## src/wdt_pkg.sv

```systemverilog
/*
 * constants for the watchdog / interval timer: register offsets, field
 * positions, reset values and count lengths.
 * assumes an APB master with 32-bit data and byte addresses.
 */
package wdt_pkg;
  // ------------------------------------------------------------
  // register offsets
  // ------------------------------------------------------------
  localparam logic [7:0] RUN_CONTROL_OFS = 8'h00;
  localparam logic [7:0] STATUS_MODE_OFS = 8'h04;
  localparam logic [7:0] UP_COUNTER_OFS = 8'h08;
  localparam logic [7:0] CLOCK_SELECT_OFS = 8'h0c;
  // ------------------------------------------------------------
  // run control fields
  // ------------------------------------------------------------
  localparam int CWE_INHIBIT_BIT = 7;
  localparam int CWE_BIT = 6;
  localparam int GATE_INHIBIT_BIT = 5;
  localparam int GATE_BIT = 4;
  localparam int RUN_INHIBIT_BIT = 3;
  localparam int RUN_BIT = 2;
  localparam int CAUSE_INHIBIT_BIT = 1;
  localparam int CAUSE_BIT = 0;
  // ------------------------------------------------------------
  // status / mode fields
  // ------------------------------------------------------------
  localparam int OVF_BIT = 7;
  localparam int MODE_INHIBIT_BIT = 6;
  localparam int MODE_BIT = 5;
  localparam int IRQEN_INHIBIT_BIT = 4;
  localparam int IRQEN_BIT = 3;
  // ------------------------------------------------------------
  // reset values
  // ------------------------------------------------------------
  localparam logic RUN_RESET = 1'b1;
  localparam logic CWE_RESET = 1'b0;
  localparam logic GATE_RESET = 1'b0;
  localparam logic MODE_RESET = 1'b0;
  localparam logic IRQEN_RESET = 1'b0;
  localparam logic [7:0] COUNTER_RESET = 8'h00;
  localparam logic [3:0] CLOCK_SELECT_RESET = 4'h0;
  localparam logic [7:0] COUNTER_MAX = 8'hff;
  // ------------------------------------------------------------
  // prescalers and reset stretch
  // ------------------------------------------------------------
  localparam logic [12:0] SYS_PRESCALE_MASK = 13'h1fff;
  localparam logic [10:0] OSC_DIV2048_LAST = 11'h7ff;
  localparam logic [3:0] SUB_DIV16_LAST = 4'hf;
  localparam logic [7:0] SUB_DIV256_LAST = 8'hff;
  localparam logic [8:0] RESET_STRETCH_LAST = 9'h1ff;
endpackage : wdt_pkg

```

## src/watchdog_interval_timer.sv

```systemverilog
/*
 * watchdog / interval timer: 8-bit up-counter on a selectable prescaled
 * clock, internal reset stretch, interval interrupt, APB register slave.
 * assumes oscillator and subclock arrive as asynchronous pins and the
 * APB master runs on clk.
 */
// Implementation choices: register access over APB and the register addresses.
`timescale 1ns/1ps

// Notes on behaviour
// - counter wrap from ff to 00 sets overflow flag bit 7
// - in watchdog mode the internal reset clears the overflow flag
// - flag clears on read-while-set then write 0; writing 1 does nothing
// - mode bit 5 written only when bit 6 written 0; bit 6 reads 1
// - mode 0 is watchdog, mode 1 is interval timer
// - irq enable bit 3 written only when bit 4 written 0; bit 4 reads 1
// - interval mode forwards interrupt only when enable bit is 1
// - counter is 8-bit, readable, writable, zero after reset
// - watchdog mode wrap issues internal reset and sets reset-cause flag
// - clock select: oscillator/2048, subclock/16,/256, reserved, system/64../8192
// - counting runs from reset; run bit changes only by gated write; gate needs earlier write
// - overflow on first tick at ff; reset held 512 oscillator cycles
// - written counter value is the start point, period 1 to 256
// - interval mode sets the flag on every overflow, interrupt only when enable bit is 1, no reset
// - flag sets in the same cycle as reset or interrupt
// - counter advances while run enable is 1, holds while 0
// - counter writes accepted only while counter write enable is 1
// - watchdog reset leaves reset-cause flag; pin reset or gated write clears
module watchdog_interval_timer (
  input wire logic clk,
  input wire logic rstn,
  input wire logic psel,
  input wire logic penable,
  input wire logic pwrite,
  input wire logic [7:0] paddr,
  input wire logic [31:0] pwdata,
  output logic [31:0] prdata,
  output logic pready,
  output logic pslverr,
  input wire logic onchipOscillatorClock,
  input wire logic subClock,
  output logic internalReset,
  output logic intervalIrq
);
  // ------------------------------------------------------------
  // state
  // ------------------------------------------------------------
  logic [7:0] counter_reg;
  logic [3:0] clockSel_reg;
  logic runEnable_reg;
  logic counterWriteEnable_reg;
  logic controlWriteGate_reg;
  logic resetCause_reg;
  logic overflowFlag_reg;
  logic timerModeSelect_reg;
  logic overflowIrqEnable_reg;
  logic ovfReadArmed_reg;
  logic wdReset_reg;
  logic [8:0] stretch_reg;
  logic [12:0] sysPre_reg;
  logic [10:0] oscPre_reg;
  logic [7:0] subPre_reg;
  logic oscSyncA, oscSyncB, oscPrev;
  logic subSyncA, subSyncB, subPrev;
  logic oscEdge, subEdge, countTick, overflow;
  logic [12:0] sysMask;
  logic setupPhase, access, wrAccess;
  logic wrRun, wrStatus, wrCounter, wrClock, rdStatus;
  logic [7:0] rdByte;
  logic mapped;
  logic errReg;

  // ------------------------------------------------------------
  // pin synchronisers
  // ------------------------------------------------------------
  always_ff @(posedge clk or negedge rstn) begin
    if (!rstn) begin
      oscSyncA <= 1'b0;
      oscSyncB <= 1'b0;
      oscPrev <= 1'b0;
      subSyncA <= 1'b0;
      subSyncB <= 1'b0;
      subPrev <= 1'b0;
    end else begin
      oscSyncA <= onchipOscillatorClock;
      oscSyncB <= oscSyncA;
      oscPrev <= oscSyncB;
      subSyncA <= subClock;
      subSyncB <= subSyncA;
      subPrev <= subSyncB;
    end
  end

  assign oscEdge = oscSyncB & ~oscPrev;
  assign subEdge = subSyncB & ~subPrev;

  // ------------------------------------------------------------
  // prescalers
  // ------------------------------------------------------------
  always_ff @(posedge clk or negedge rstn) begin
    if (!rstn) begin
      sysPre_reg <= '0;
      oscPre_reg <= '0;
      subPre_reg <= '0;
    end else begin
      sysPre_reg <= sysPre_reg + 13'h0001;
      if (oscEdge) begin
        oscPre_reg <= oscPre_reg + 11'h001;
      end
      if (subEdge) begin
        subPre_reg <= subPre_reg + 8'h01;
      end
    end
  end

  assign sysMask = wdt_pkg::SYS_PRESCALE_MASK >> (3'd7 - clockSel_reg[2:0]);

  always_comb begin
    case (clockSel_reg)
      4'h0, 4'h1, 4'h2, 4'h3: countTick = oscEdge && oscPre_reg == wdt_pkg::OSC_DIV2048_LAST;
      4'h4: countTick = subEdge && subPre_reg[3:0] == wdt_pkg::SUB_DIV16_LAST;
      4'h5: countTick = subEdge && subPre_reg == wdt_pkg::SUB_DIV256_LAST;
      4'h6, 4'h7: countTick = 1'b0;
      default: countTick = (sysPre_reg & sysMask) == sysMask;
    endcase
  end

  // ------------------------------------------------------------
  // APB decode
  // ------------------------------------------------------------
  assign setupPhase = psel & ~penable;
  assign access = psel & penable;
  assign wrAccess = access & pwrite;
  assign wrRun = wrAccess && paddr == wdt_pkg::RUN_CONTROL_OFS;
  assign wrStatus = wrAccess && paddr == wdt_pkg::STATUS_MODE_OFS;
  assign wrCounter = wrAccess && paddr == wdt_pkg::UP_COUNTER_OFS;
  assign wrClock = wrAccess && paddr == wdt_pkg::CLOCK_SELECT_OFS;
  assign rdStatus = access && !pwrite && paddr == wdt_pkg::STATUS_MODE_OFS;
  assign mapped = paddr == wdt_pkg::RUN_CONTROL_OFS || paddr == wdt_pkg::STATUS_MODE_OFS
    || paddr == wdt_pkg::UP_COUNTER_OFS || paddr == wdt_pkg::CLOCK_SELECT_OFS;
  assign pready = 1'b1;
  assign pslverr = access & errReg;

  always_comb begin
    case (paddr)
      wdt_pkg::RUN_CONTROL_OFS: rdByte = {1'b1, counterWriteEnable_reg, 1'b1,
        controlWriteGate_reg, 1'b1, runEnable_reg, 1'b1, resetCause_reg};
      wdt_pkg::STATUS_MODE_OFS: rdByte = {overflowFlag_reg, 1'b1, timerModeSelect_reg,
        1'b1, overflowIrqEnable_reg, 3'b111};
      wdt_pkg::UP_COUNTER_OFS: rdByte = counter_reg;
      wdt_pkg::CLOCK_SELECT_OFS: rdByte = {4'hf, clockSel_reg};
      default: rdByte = 8'h00;
    endcase
  end

  // read data and error captured in the setup cycle
  always_ff @(posedge clk or negedge rstn) begin
    if (!rstn) begin
      prdata <= '0;
      errReg <= 1'b0;
    end else if (setupPhase) begin
      prdata <= {24'h000000, rdByte};
      errReg <= ~mapped;
    end
  end

  // ------------------------------------------------------------
  // run control register
  // ------------------------------------------------------------
  always_ff @(posedge clk or negedge rstn) begin
    if (!rstn) begin
      runEnable_reg <= wdt_pkg::RUN_RESET;
      counterWriteEnable_reg <= wdt_pkg::CWE_RESET;
      controlWriteGate_reg <= wdt_pkg::GATE_RESET;
    end else if (wdReset_reg) begin
      runEnable_reg <= wdt_pkg::RUN_RESET;
      counterWriteEnable_reg <= wdt_pkg::CWE_RESET;
      controlWriteGate_reg <= wdt_pkg::GATE_RESET;
    end else if (wrRun) begin
      if (!pwdata[wdt_pkg::CWE_INHIBIT_BIT]) begin
        counterWriteEnable_reg <= pwdata[wdt_pkg::CWE_BIT];
      end
      if (!pwdata[wdt_pkg::GATE_INHIBIT_BIT]) begin
        controlWriteGate_reg <= pwdata[wdt_pkg::GATE_BIT];
      end
      if (!pwdata[wdt_pkg::RUN_INHIBIT_BIT] && controlWriteGate_reg) begin
        runEnable_reg <= pwdata[wdt_pkg::RUN_BIT];
      end
    end
  end

  // reset cause survives the stretched watchdog reset
  always_ff @(posedge clk or negedge rstn) begin
    if (!rstn) begin
      resetCause_reg <= 1'b0;
    end else if (overflow && !timerModeSelect_reg) begin
      resetCause_reg <= 1'b1;
    end else if (wrRun && !wdReset_reg && !pwdata[wdt_pkg::CAUSE_INHIBIT_BIT]
        && controlWriteGate_reg && !pwdata[wdt_pkg::CAUSE_BIT]) begin
      resetCause_reg <= 1'b0;
    end
  end

  // ------------------------------------------------------------
  // status / mode register
  // ------------------------------------------------------------
  always_ff @(posedge clk or negedge rstn) begin
    if (!rstn) begin
      timerModeSelect_reg <= wdt_pkg::MODE_RESET;
      overflowIrqEnable_reg <= wdt_pkg::IRQEN_RESET;
    end else if (wdReset_reg) begin
      timerModeSelect_reg <= wdt_pkg::MODE_RESET;
      overflowIrqEnable_reg <= wdt_pkg::IRQEN_RESET;
    end else if (wrStatus) begin
      if (!pwdata[wdt_pkg::MODE_INHIBIT_BIT]) begin
        timerModeSelect_reg <= pwdata[wdt_pkg::MODE_BIT];
      end
      if (!pwdata[wdt_pkg::IRQEN_INHIBIT_BIT]) begin
        overflowIrqEnable_reg <= pwdata[wdt_pkg::IRQEN_BIT];
      end
    end
  end

  always_ff @(posedge clk or negedge rstn) begin
    if (!rstn) begin
      overflowFlag_reg <= 1'b0;
      ovfReadArmed_reg <= 1'b0;
    end else if (overflow) begin
      overflowFlag_reg <= 1'b1;
      ovfReadArmed_reg <= 1'b0;
    end else if (wdReset_reg) begin
      overflowFlag_reg <= 1'b0;
      ovfReadArmed_reg <= 1'b0;
    end else if (rdStatus && prdata[wdt_pkg::OVF_BIT]) begin
      ovfReadArmed_reg <= 1'b1;
    end else if (wrStatus) begin
      if (ovfReadArmed_reg && !pwdata[wdt_pkg::OVF_BIT]) begin
        overflowFlag_reg <= 1'b0;
      end
      ovfReadArmed_reg <= 1'b0;
    end
  end

  // ------------------------------------------------------------
  // counter and clock select
  // ------------------------------------------------------------
  // a refused counter write does not block the wrap
  assign overflow = countTick && runEnable_reg && !wdReset_reg
    && !(wrCounter && counterWriteEnable_reg)
    && counter_reg == wdt_pkg::COUNTER_MAX;

  always_ff @(posedge clk or negedge rstn) begin
    if (!rstn) begin
      counter_reg <= wdt_pkg::COUNTER_RESET;
    end else if (wdReset_reg) begin
      counter_reg <= wdt_pkg::COUNTER_RESET;
    end else if (wrCounter && counterWriteEnable_reg) begin
      counter_reg <= pwdata[7:0];
    end else if (countTick && runEnable_reg) begin
      counter_reg <= counter_reg + 8'h01;
    end
  end

  always_ff @(posedge clk or negedge rstn) begin
    if (!rstn) begin
      clockSel_reg <= wdt_pkg::CLOCK_SELECT_RESET;
    end else if (wdReset_reg) begin
      clockSel_reg <= wdt_pkg::CLOCK_SELECT_RESET;
    end else if (wrClock) begin
      clockSel_reg <= pwdata[3:0];
    end
  end

  // ------------------------------------------------------------
  // reset stretch and interrupt
  // ------------------------------------------------------------
  always_ff @(posedge clk or negedge rstn) begin
    if (!rstn) begin
      wdReset_reg <= 1'b0;
      stretch_reg <= '0;
    end else if (overflow && !timerModeSelect_reg) begin
      wdReset_reg <= 1'b1;
      stretch_reg <= '0;
    end else if (wdReset_reg && oscEdge) begin
      stretch_reg <= stretch_reg + 9'h001;
      if (stretch_reg == wdt_pkg::RESET_STRETCH_LAST) begin
        wdReset_reg <= 1'b0;
      end
    end
  end

  assign internalReset = wdReset_reg;
  // request follows the flag while interval mode and irq enable are both set
  assign intervalIrq = overflowFlag_reg & timerModeSelect_reg
    & overflowIrqEnable_reg;
endmodule : watchdog_interval_timer

```

## config.mk

```make
export PLATFORM = sky130hd
export DESIGN_NAME = watchdog_interval_timer
export DESIGN_NICKNAME = d
export VERILOG_FILES = /design/src/wdt_pkg.sv /design/src/watchdog_interval_timer.sv
export SDC_FILE = /design/constraint.sdc
export NUM_CORES = 1
export LEC_CHECK = 0
export BUFFER_PORTS_ARGS = -buffer_cell sky130_fd_sc_hd__buf_2
export CORE_MARGIN = 8
export CORE_UTILIZATION = 42
export DETAILED_ROUTE_END_ITERATION = 6
export GPL_ROUTABILITY_DRIVEN = 0
export PLACE_DENSITY_LB_ADDON = 0.12
export SLEW_MARGIN = 20
export SYNTH_ARGS = -nofsm -noshare
export SYNTH_HDL_FRONTEND = slang
export SYNTH_SLANG_ARGS = --single-unit
```

## constraint.sdc

```tcl
create_clock -name clk -period 3.1 [get_ports clk]
set_input_delay 0.465 -clock clk [delete_from_list [all_inputs] [get_ports clk]]
set_output_delay 0.465 -clock clk [all_outputs]
set_load 0.05 [all_outputs]
```

Yosys cells after proc, flatten, opt, wreduce, memory -nomap -nowiden:

Index checks and enable logic that the tools add are counted.

* add/sub/neg operators: 6
* eq/ne operators: 21
* shift operators: 1
* mux-type cells: 38
* bitwise logic cells: 13
* reduce and logical (&&, ||, !) cells: 56

Operators with widths (number)
* case mux 8 bit (4 select lines): 1
* 2-to-1 mux 1 bit: 29
* 2-to-1 mux 8 bit: 3
* logical AND 1 bit: 23
* 2-to-1 mux 9 bit: 2
* adder 8 x 1 -> 8 bit, second input constant: 2
* == test 4 x 3 -> 1 bit, second input constant: 4
* == test 8 x 4 -> 1 bit, second input constant: 2
* == test 8 bit, second input constant: 2
* nonzero test 2 bit: 7
* adder 13 x 1 -> 13 bit, second input constant: 1
* AND 13 bit: 1
* == test 13 bit: 1
* right shift 13 x 3 -> 13 bit, first input constant: 1
* AND reduction 2 bit: 6
* adder 11 x 1 -> 11 bit, second input constant: 1
* == test 11 bit, second input constant: 1
* adder 9 x 1 -> 9 bit, second input constant: 1
* == test 9 bit, second input constant: 1
* nonzero test 3 bit: 3
* AND 1 bit: 8
* == test 4 x 2 -> 1 bit, second input constant: 2
* == test 8 x 3 -> 1 bit, second input constant: 1
* zero test 1 bit: 8
* 15 further kinds: 24

* flip-flop bits (word level): 77
* bits of input ports: 47
* output and inout port bits: 36
* word-level logic and storage cells: 158

Longest topological paths before layout:

Gate-level depths: netlist of the first run.

* depth in word-level cells: 12
* depth in mapped cells: 9
* depth with buffers taken out: 8

Worst setup path after synthesis of the first run:

OpenSTA, ideal clock, no wires.

* path kind: reg-to-reg
* start point: register runEnable_reg
* end point: register stretch_reg[0]
* setup time: 0.119 ns
* data arrival time: 2.026 ns
* data required time: 2.981 ns
* path slack: 0.955 ns
* cell stages (with the launch flop): 9
* buffers on the path: 1
* period minus slack after synthesis: 2.145 ns
* cell sequence: dfstp_2 nand4bb_1 a2111oi_2 a41o_2 a21oi_2 or4b_4 nor2_4 buf_6 nor2_1

* longest elaborated chain between the ends: 6
* elaborated cells between the ends (all ways): 7
* classes of those cells: mux (1); reduce/logical (6)

RTL lines
* from (decl): line watchdog_interval_timer.sv:50 `logic runEnable_reg;`
* from (signal assigned): line watchdog_interval_timer.sv:172 `runEnable_reg <= wdt_pkg::RUN_RESET;`
* from (signal assigned): line watchdog_interval_timer.sv:176 `runEnable_reg <= wdt_pkg::RUN_RESET;`
* from (signal assigned): line watchdog_interval_timer.sv:187 `runEnable_reg <= pwdata[wdt_pkg::RUN_BIT];`
* logical AND 1 bit * (2 in a row): line watchdog_interval_timer.sv:248 `assign overflow = countTick && runEnable_reg && !wdReset_reg`
* logical AND 1 bit *: line watchdog_interval_timer.sv:249 `&& !(wrCounter && counterWriteEnable_reg)`
* logical AND 1 bit *: line watchdog_interval_timer.sv:250 `&& counter_reg == wdt_pkg::COUNTER_MAX;`
* logical AND 1 bit *: line watchdog_interval_timer.sv:281 `end else if (overflow && !timerModeSelect_reg) begin`
* 2-to-1 mux 9 bit or nonzero test 2 bit (tied branches)
* to (signal assigned): line watchdog_interval_timer.sv:285 `stretch_reg <= stretch_reg + 9'h001;`
* to (decl): line watchdog_interval_timer.sv:59 `logic [8:0] stretch_reg;`

Every way passes the cells marked *; elsewhere a longest branch is shown, timed or not.
A chain may end at the register's enable or synchronous reset.

Final worst setup path of the first run:

* start point: register runEnable_reg
* end point: register stretch_reg[4]

The elaborated chain is that of the path after synthesis.

==> results of run 1 <==
==> cells by family (layout without fill, tap and decap cells) <==
kind of cell | count (synthesis) | count (layout) | synth area share [%]
mux | 15 | 15 | 4.11
xor+xnor | 42 | 42 | 9.66
buf+inv | 38 | 55 | 6.50
simple gates | 134 | 134 | 18.6
fa+ha+maj | 6 | 6 | 1.97
flops | 77 | 77 | 50.6
compound gates | 44 | 44 | 8.41
other cells | 2 | 25 | 0.197
==> worst reg2reg max path: cells and delay by family, from the launching register on <==
kind | cells | cell delay (ps)
AOI/OAI and AO/OA | 3 | 610
DFF | 1 | 570
and+or+nand+nor | 4 | 1100
==> power breakdown <==
| group | leakage, nW | switching, mW | internal, mW | total [mW] |
|---|---|---|---|---|
| clock | 0.124 | 0.372 | 0.560 | 0.932 |
| combinational | 0.818 | 0.191 | 0.118 | 0.310 |
| sequential | 1.00 | 0.110 | 1.12 | 1.23 |
| total | 1.94 | 0.673 | 1.79 | 2.47 |
==> routing by layer <==
layer  global-route usage [%]  part of all wire (%)  vias to the layer above
li1                         -                     -                     1278
met1                     17.1                    48                     1290
met2                     19.2                    45                       59
met3                     4.44                   5.2                       12
met4                     5.07                   2.0                        0
met5                        0                     0                        -
==> how the worst min path moves through the flow <==
stage	to	depth (start not counted)
final	prdata[6]	1
after global routing	prdata[6]	1
after global placement	oscSyncB	0
after detailed placement	subSyncB	0
after floorplan	clockSel_reg[0]	0
after CTS	oscSyncA	1
==> metrics by stage <==
stage | hold WS, ps | cells | worst slack (ps)
6_report | 133 | 506 | 696
5_1_grt | 187 | 506 | 483
3_5_place_dp | 340 | 490 | 673
2_1_floorplan | 169 | 381 | 955
3_3_place_gp | 336 | 490 | 685
4_1_cts | 196 | 506 | 663
==> final cells by class <==
class,instances,area [µm²]
inverters,3,11.3
multi-input cells,266,1720
clock buffers,11,141
flip-flops and latches,77,1930
fillers,831,4530
clock inverters,5,108
repair buffers,36,194
well taps,108,135
==> synth_stat cells (2+ instances only) <==
master,n
a211oi_1,4
a21o_1,3
a21oi_1,6
a22o_1,7
a31oi_1,2
and2_1,3
and3_1,12
and4_1,2
buf_4,26
clkbuf_1,8
conb_1,2
dfrtp_1,76
ha_1,6
inv_1,3
mux2_2,5
mux2i_1,10
nand2_1,28
nand2b_1,6
nand3_1,18
nand3b_1,2
nand4_1,13
nor2_1,30
nor2b_1,4
nor3_1,3
nor3b_1,4
o21ai_0,7
o22ai_1,4
o31ai_1,6
xnor2_1,25
xor2_1,17
==> reports/results.ini, run 1 <==
[die]
core-area_um2 = 8760
dieHeight_um = 111
rows = 34
die-area_um2 = 12400
io_pins = 83
die_w_um = 111
start_util_pct = 43.5

[detailed_routing]
drt-initial-drc-count = 84
wire_per_inst_um = 15.4
routed_wl_mm = 7.77
vias_per_cell = 5.22
vias = 2639
drcViolationCount = 0
drtPass1Iterations = 4
ant_nets = 0

[sta]
slew_headroom_pct = 52.0
post-route-min-period_ps = 2400
post-route-period-util_pct = 77.5
fin_worst_skew_ps = 8.67
worst_pin_slew_ps = 720
fmax_mhz = 416
setup_violations = 0
hold_violations = 0
maxSlewViolCount = 0
rsz0062_at_grt = no
finalSetupTns_ps = 0

[power]
ir_worst_vdd_v = 0.000264
power.total_mw = 2.47
p_leak_nw = 1.94
powerDensity_nw_per_um2 = 582

[clock_tree]
clk_pin_slew_worst_paths_ps = 80
cts.sinks = 77
clock_path_buffers = 2
htreeDepth = 3
cts_buffers = 9
ctsHoldBuffers = 0
post_cts.repair.setup_buffers = 0
clockRootBuffer = clkbuf_8
clk_latency_ps = 350
cts_tree = done
cts_resized = 0

[logic_synthesis]
syn_area_um2 = 3810
synth_flop_cell = dfrtp_1
yosys.area.top_type = dfrtp_1
syn_avg_cell_area_um2 = 10.6
ys_seq_elements = 77
synth_area_leaders = dfrtp_1, xnor2_1, buf_4
synth_top_cell_area_share_pct = 49.9
ys_async_sr_fraction_pct = 100
synth_seq_area_share_pct = 50.6
yosys_warnings = 0
syn-instance-count = 358
yosysUniqueCellTypes = 46
synth-edff-count = 0

[place]
port_buffers = 33
dpl.hpwl_mm = 5.53
post_dp_cell_area_um2 = 3990

[outcome]
status = complete, no violations

[grt]
overflow = 0
grt_pass1_wl_mm = 13.3
grt_max_degree = 78
grt_antenna_before_repair = 0
gr-usage-all-layers_pct = 13.0
grt_pass1_vias = 2626

[layout]
fin_area_um2 = 4240
drive_gt1_share_pct = 16.3
largest_reg_flops = 13
area_delta_synth_final_pct = 11.2
n_antenna_cell = 0
fin_nets = 446
final_cell_mix = dfrtp_1, buf_2, nor2_1
final_core_util_pct = 48.4
layout_commonest_cell = dfrtp_1

[setup_path]
cp.arrival_ps = 2630
slowest_delay_ps = 610
critical_path_depth = 7
crit_chain = nand4bb_1, a2111oi_2, a41o_2, a21oi_2, or4b_4, nor2_4, nor2_1
rr_startpoint = runEnable_reg
r2r_cells = 7
cp_num_buf_inv = 0
cp-end-kind = register
required_ps = 3330
cp-start-kind = register
slowest_stage = or4b_4
critPathMaxFanout = 11
regToRegSetupSlack_ps = 700
setup.worst_path.class = reg -> reg
worstSetupStartpoint = runEnable_reg
path_delay_family = simple AND/OR/NAND/NOR gates
cp-endpoint = stretch_reg[4]
regToRegEndpoint = stretch_reg[4]

[worst_hold_path]
min_path_type = in -> async

[run]
cap_viol_max_count = 0

No activity file was read; power rests on OpenSTA's default activity.
==> run 2: changes to the inputs <==
==> constraint.sdc (replaced) <==
create_clock -name clk -period 2.26 [get_ports clk]
set_input_delay 0.339 -clock clk [delete_from_list [all_inputs] [get_ports clk]]
set_output_delay 0.339 -clock clk [all_outputs]
set_load 0.05 [all_outputs]
==> reports/results.ini, run 2 (same netlist as run 1, synthesis figures left out) <==
[outcome]
status = complete, no violations

[layout]
fin_area_um2 = 4350  ; +2.5%
fin_nets = 470  ; +5.4%
n_antenna_cell = 0  ; unchanged
drive_gt1_share_pct = 20.6  ; +4.3 points
layout_commonest_cell = dfrtp_1
final_cell_mix = dfrtp_1, buf_2, nor2_1
n_fill_cell = 857  ; +3.1%
multi_input_area_um2 = 1730  ; +0.65%
largest_reg_flops = 13  ; unchanged
area_delta_synth_final_pct = 14.1
regArea_um2 = 1930  ; unchanged

[setup_path]
r2r_cells = 7  ; unchanged
critPathMaxFanout = 6  ; -5
cp.arrival_ps = 2350  ; -280 ps
setup.worst_path.class = reg -> reg
cp-end-kind = register
required_ps = 2490  ; -840 ps
regToRegEndpoint = stretch_reg[6]
regToRegSetupSlack_ps = 140  ; -550 ps
cp-start-kind = register
rr_startpoint = runEnable_reg

[die]
io_pins = 83  ; unchanged
dieHeight_um = 111  ; unchanged
start_util_pct = 43.5  ; unchanged
core-area_um2 = 8760  ; unchanged
rows = 34  ; unchanged
die_w_um = 111  ; unchanged
die-area_um2 = 12400  ; unchanged

[detailed_routing]
drcViolationCount = 0  ; unchanged
ant_nets = 0  ; unchanged
vias_per_cell = 5.07  ; -2.9%
routed_wl_mm = 8.10  ; +4.3%
drtPass1Iterations = 4  ; unchanged
wire_per_inst_um = 15.3  ; -0.45%
vias = 2685  ; +1.7%
drt-initial-drc-count = 104  ; +24%

[place]
post_dp_cell_area_um2 = 4160  ; +4.3%
dpl.hpwl_mm = 5.97  ; +8.0%
place_ws_ps = -13.0  ; -686 ps
port_buffers = 33  ; unchanged

[clock_tree]
htreeDepth = 3  ; unchanged
cts_tree = done
clock_path_buffers = 2  ; unchanged
clockRootBuffer = clkbuf_8
clk_latency_ps = 350  ; about the same
cts_buffers = 9  ; unchanged
cts.sinks = 77  ; unchanged
clk_pin_slew_worst_paths_ps = 80  ; about the same

[worst_hold_path]
min_path_type = in -> reg
holdPathStages = 1
hold_end = oscSyncA
min-delay-start = onchipOscillatorClock

[grt]
grt_pass1_vias = 2783  ; +6.0%
overflow = 0  ; unchanged
grt_pass1_wl_mm = 14.1  ; +5.8%
gr-usage-all-layers_pct = 13.7  ; +0.69 points
grt_max_degree = 47  ; -40%
grt_antenna_before_repair = 0  ; unchanged

[sta]
fin_worst_skew_ps = 17.0  ; +8.30 ps
slew_headroom_pct = 59.0  ; +7.0 points
setup_ws_ps = 143  ; -553 ps
rsz0062_at_grt = no
timing.hold.ws_ps = 92.3  ; -40.3 ps
worst_pin_slew_ps = 616  ; -104 ps
setup_violations = 0  ; unchanged
fmax_mhz = 472  ; +14%
hold_violations = 0  ; unchanged
post-route-min-period_ps = 2120  ; -287 ps
post-route-period-util_pct = 93.7  ; +16 points
maxSlewViolCount = 0  ; unchanged
finalSetupTns_ps = 0  ; unchanged

[run]
cap_viol_max_count = 0  ; unchanged

[power]
powerDensity_nw_per_um2 = 695  ; +19%
ir_worst_vdd_v = 0.000339  ; +28%
power.total_mw = 3.02  ; +23%
p_leak_nw = 2.02  ; +3.8%

[run 2: cell types whose count changed in the layout (fill, tap and decap cells not counted), moves of 2 or more]
cell,previous run,this run
buf_4,3,25
bufinv_16,3,0
clkinv_2,0,3
clkinv_4,2,0
clkinvlp_4,0,2
[run 2: metal layers]
layer | part of all wire, % | GRT usage [%] | up-vias
met5 | 0 | 0 | -
met4 | 1.1 | 4.09 | 0
met3 | 4.0 | 4.33 | 8
met2 | 48 | 21.8 | 47
met1 | 47 | 17.4 | 1315
li1 | - | - | 1315
[run 2: power breakdown]
part / internal [mW] / total, mW / switching, mW
clock: 0.394 / 0.891 / 0.497
sequential: 1.53 / 1.67 / 0.140
combinational: 0.187 / 0.461 / 0.274
total: 2.11 / 3.02 / 0.911
[run 2: repair_timing]
item / 4_1_cts / 5_1_grt
hold endpoints to repair: 31 / 0
setup endpoints to repair: 11 / 12
setup buffers: 0 / 1
gates resized for setup: 1 / 0
cloned: 1 / 0
hold buffers: 1 / 0
pin swaps: 0 / 3
[run 2: how the worst max path moves through the flow]
| stage | from | endpoint | slack (ps) | cells past startpoint |
|---|---|---|---|---|
| final | runEnable_reg | stretch_reg[6] | 140 | 7 |
| after global routing | subPre_reg[0] | stretch_reg[2] | 2 | 8 |
| after CTS | runEnable_reg | stretch_reg[6] | 20 | 7 |
| after detailed placement | runEnable_reg | stretch_reg[5] | -10 | 7 |
| after global placement | runEnable_reg | stretch_reg[0] | -5 | 7 |
| after floorplan | runEnable_reg | stretch_reg[5] | 120 | 8 |
[run 2: metrics by stage]
stage          util (%)  std cells
2_1_floorplan         -        381
3_3_place_gp       47.4        511
3_5_place_dp       47.4        511
4_1_cts            49.5        529
5_1_grt            49.6        530
6_report           49.6        530
[run 2: area by class of cell]
cell class	count	area share, %
Sequential cell	77	44.4
Timing Repair Buffer	59	8.70
Clock inverter	5	0.691
Multi-Input combinational cell	267	39.9
Inverter	3	0.259
Clock buffer	11	3.02
Tap cell	108	3.11
[run 2: worst max-delay path, cell delays in order, from the launching register on]
cell and delay (ps):
dfstp_2 540, buf_4 110, and4bb_2 220, a41o_2 220
a21oi_2 50, or4b_4 580, nor2_4 210, nor2_1 70
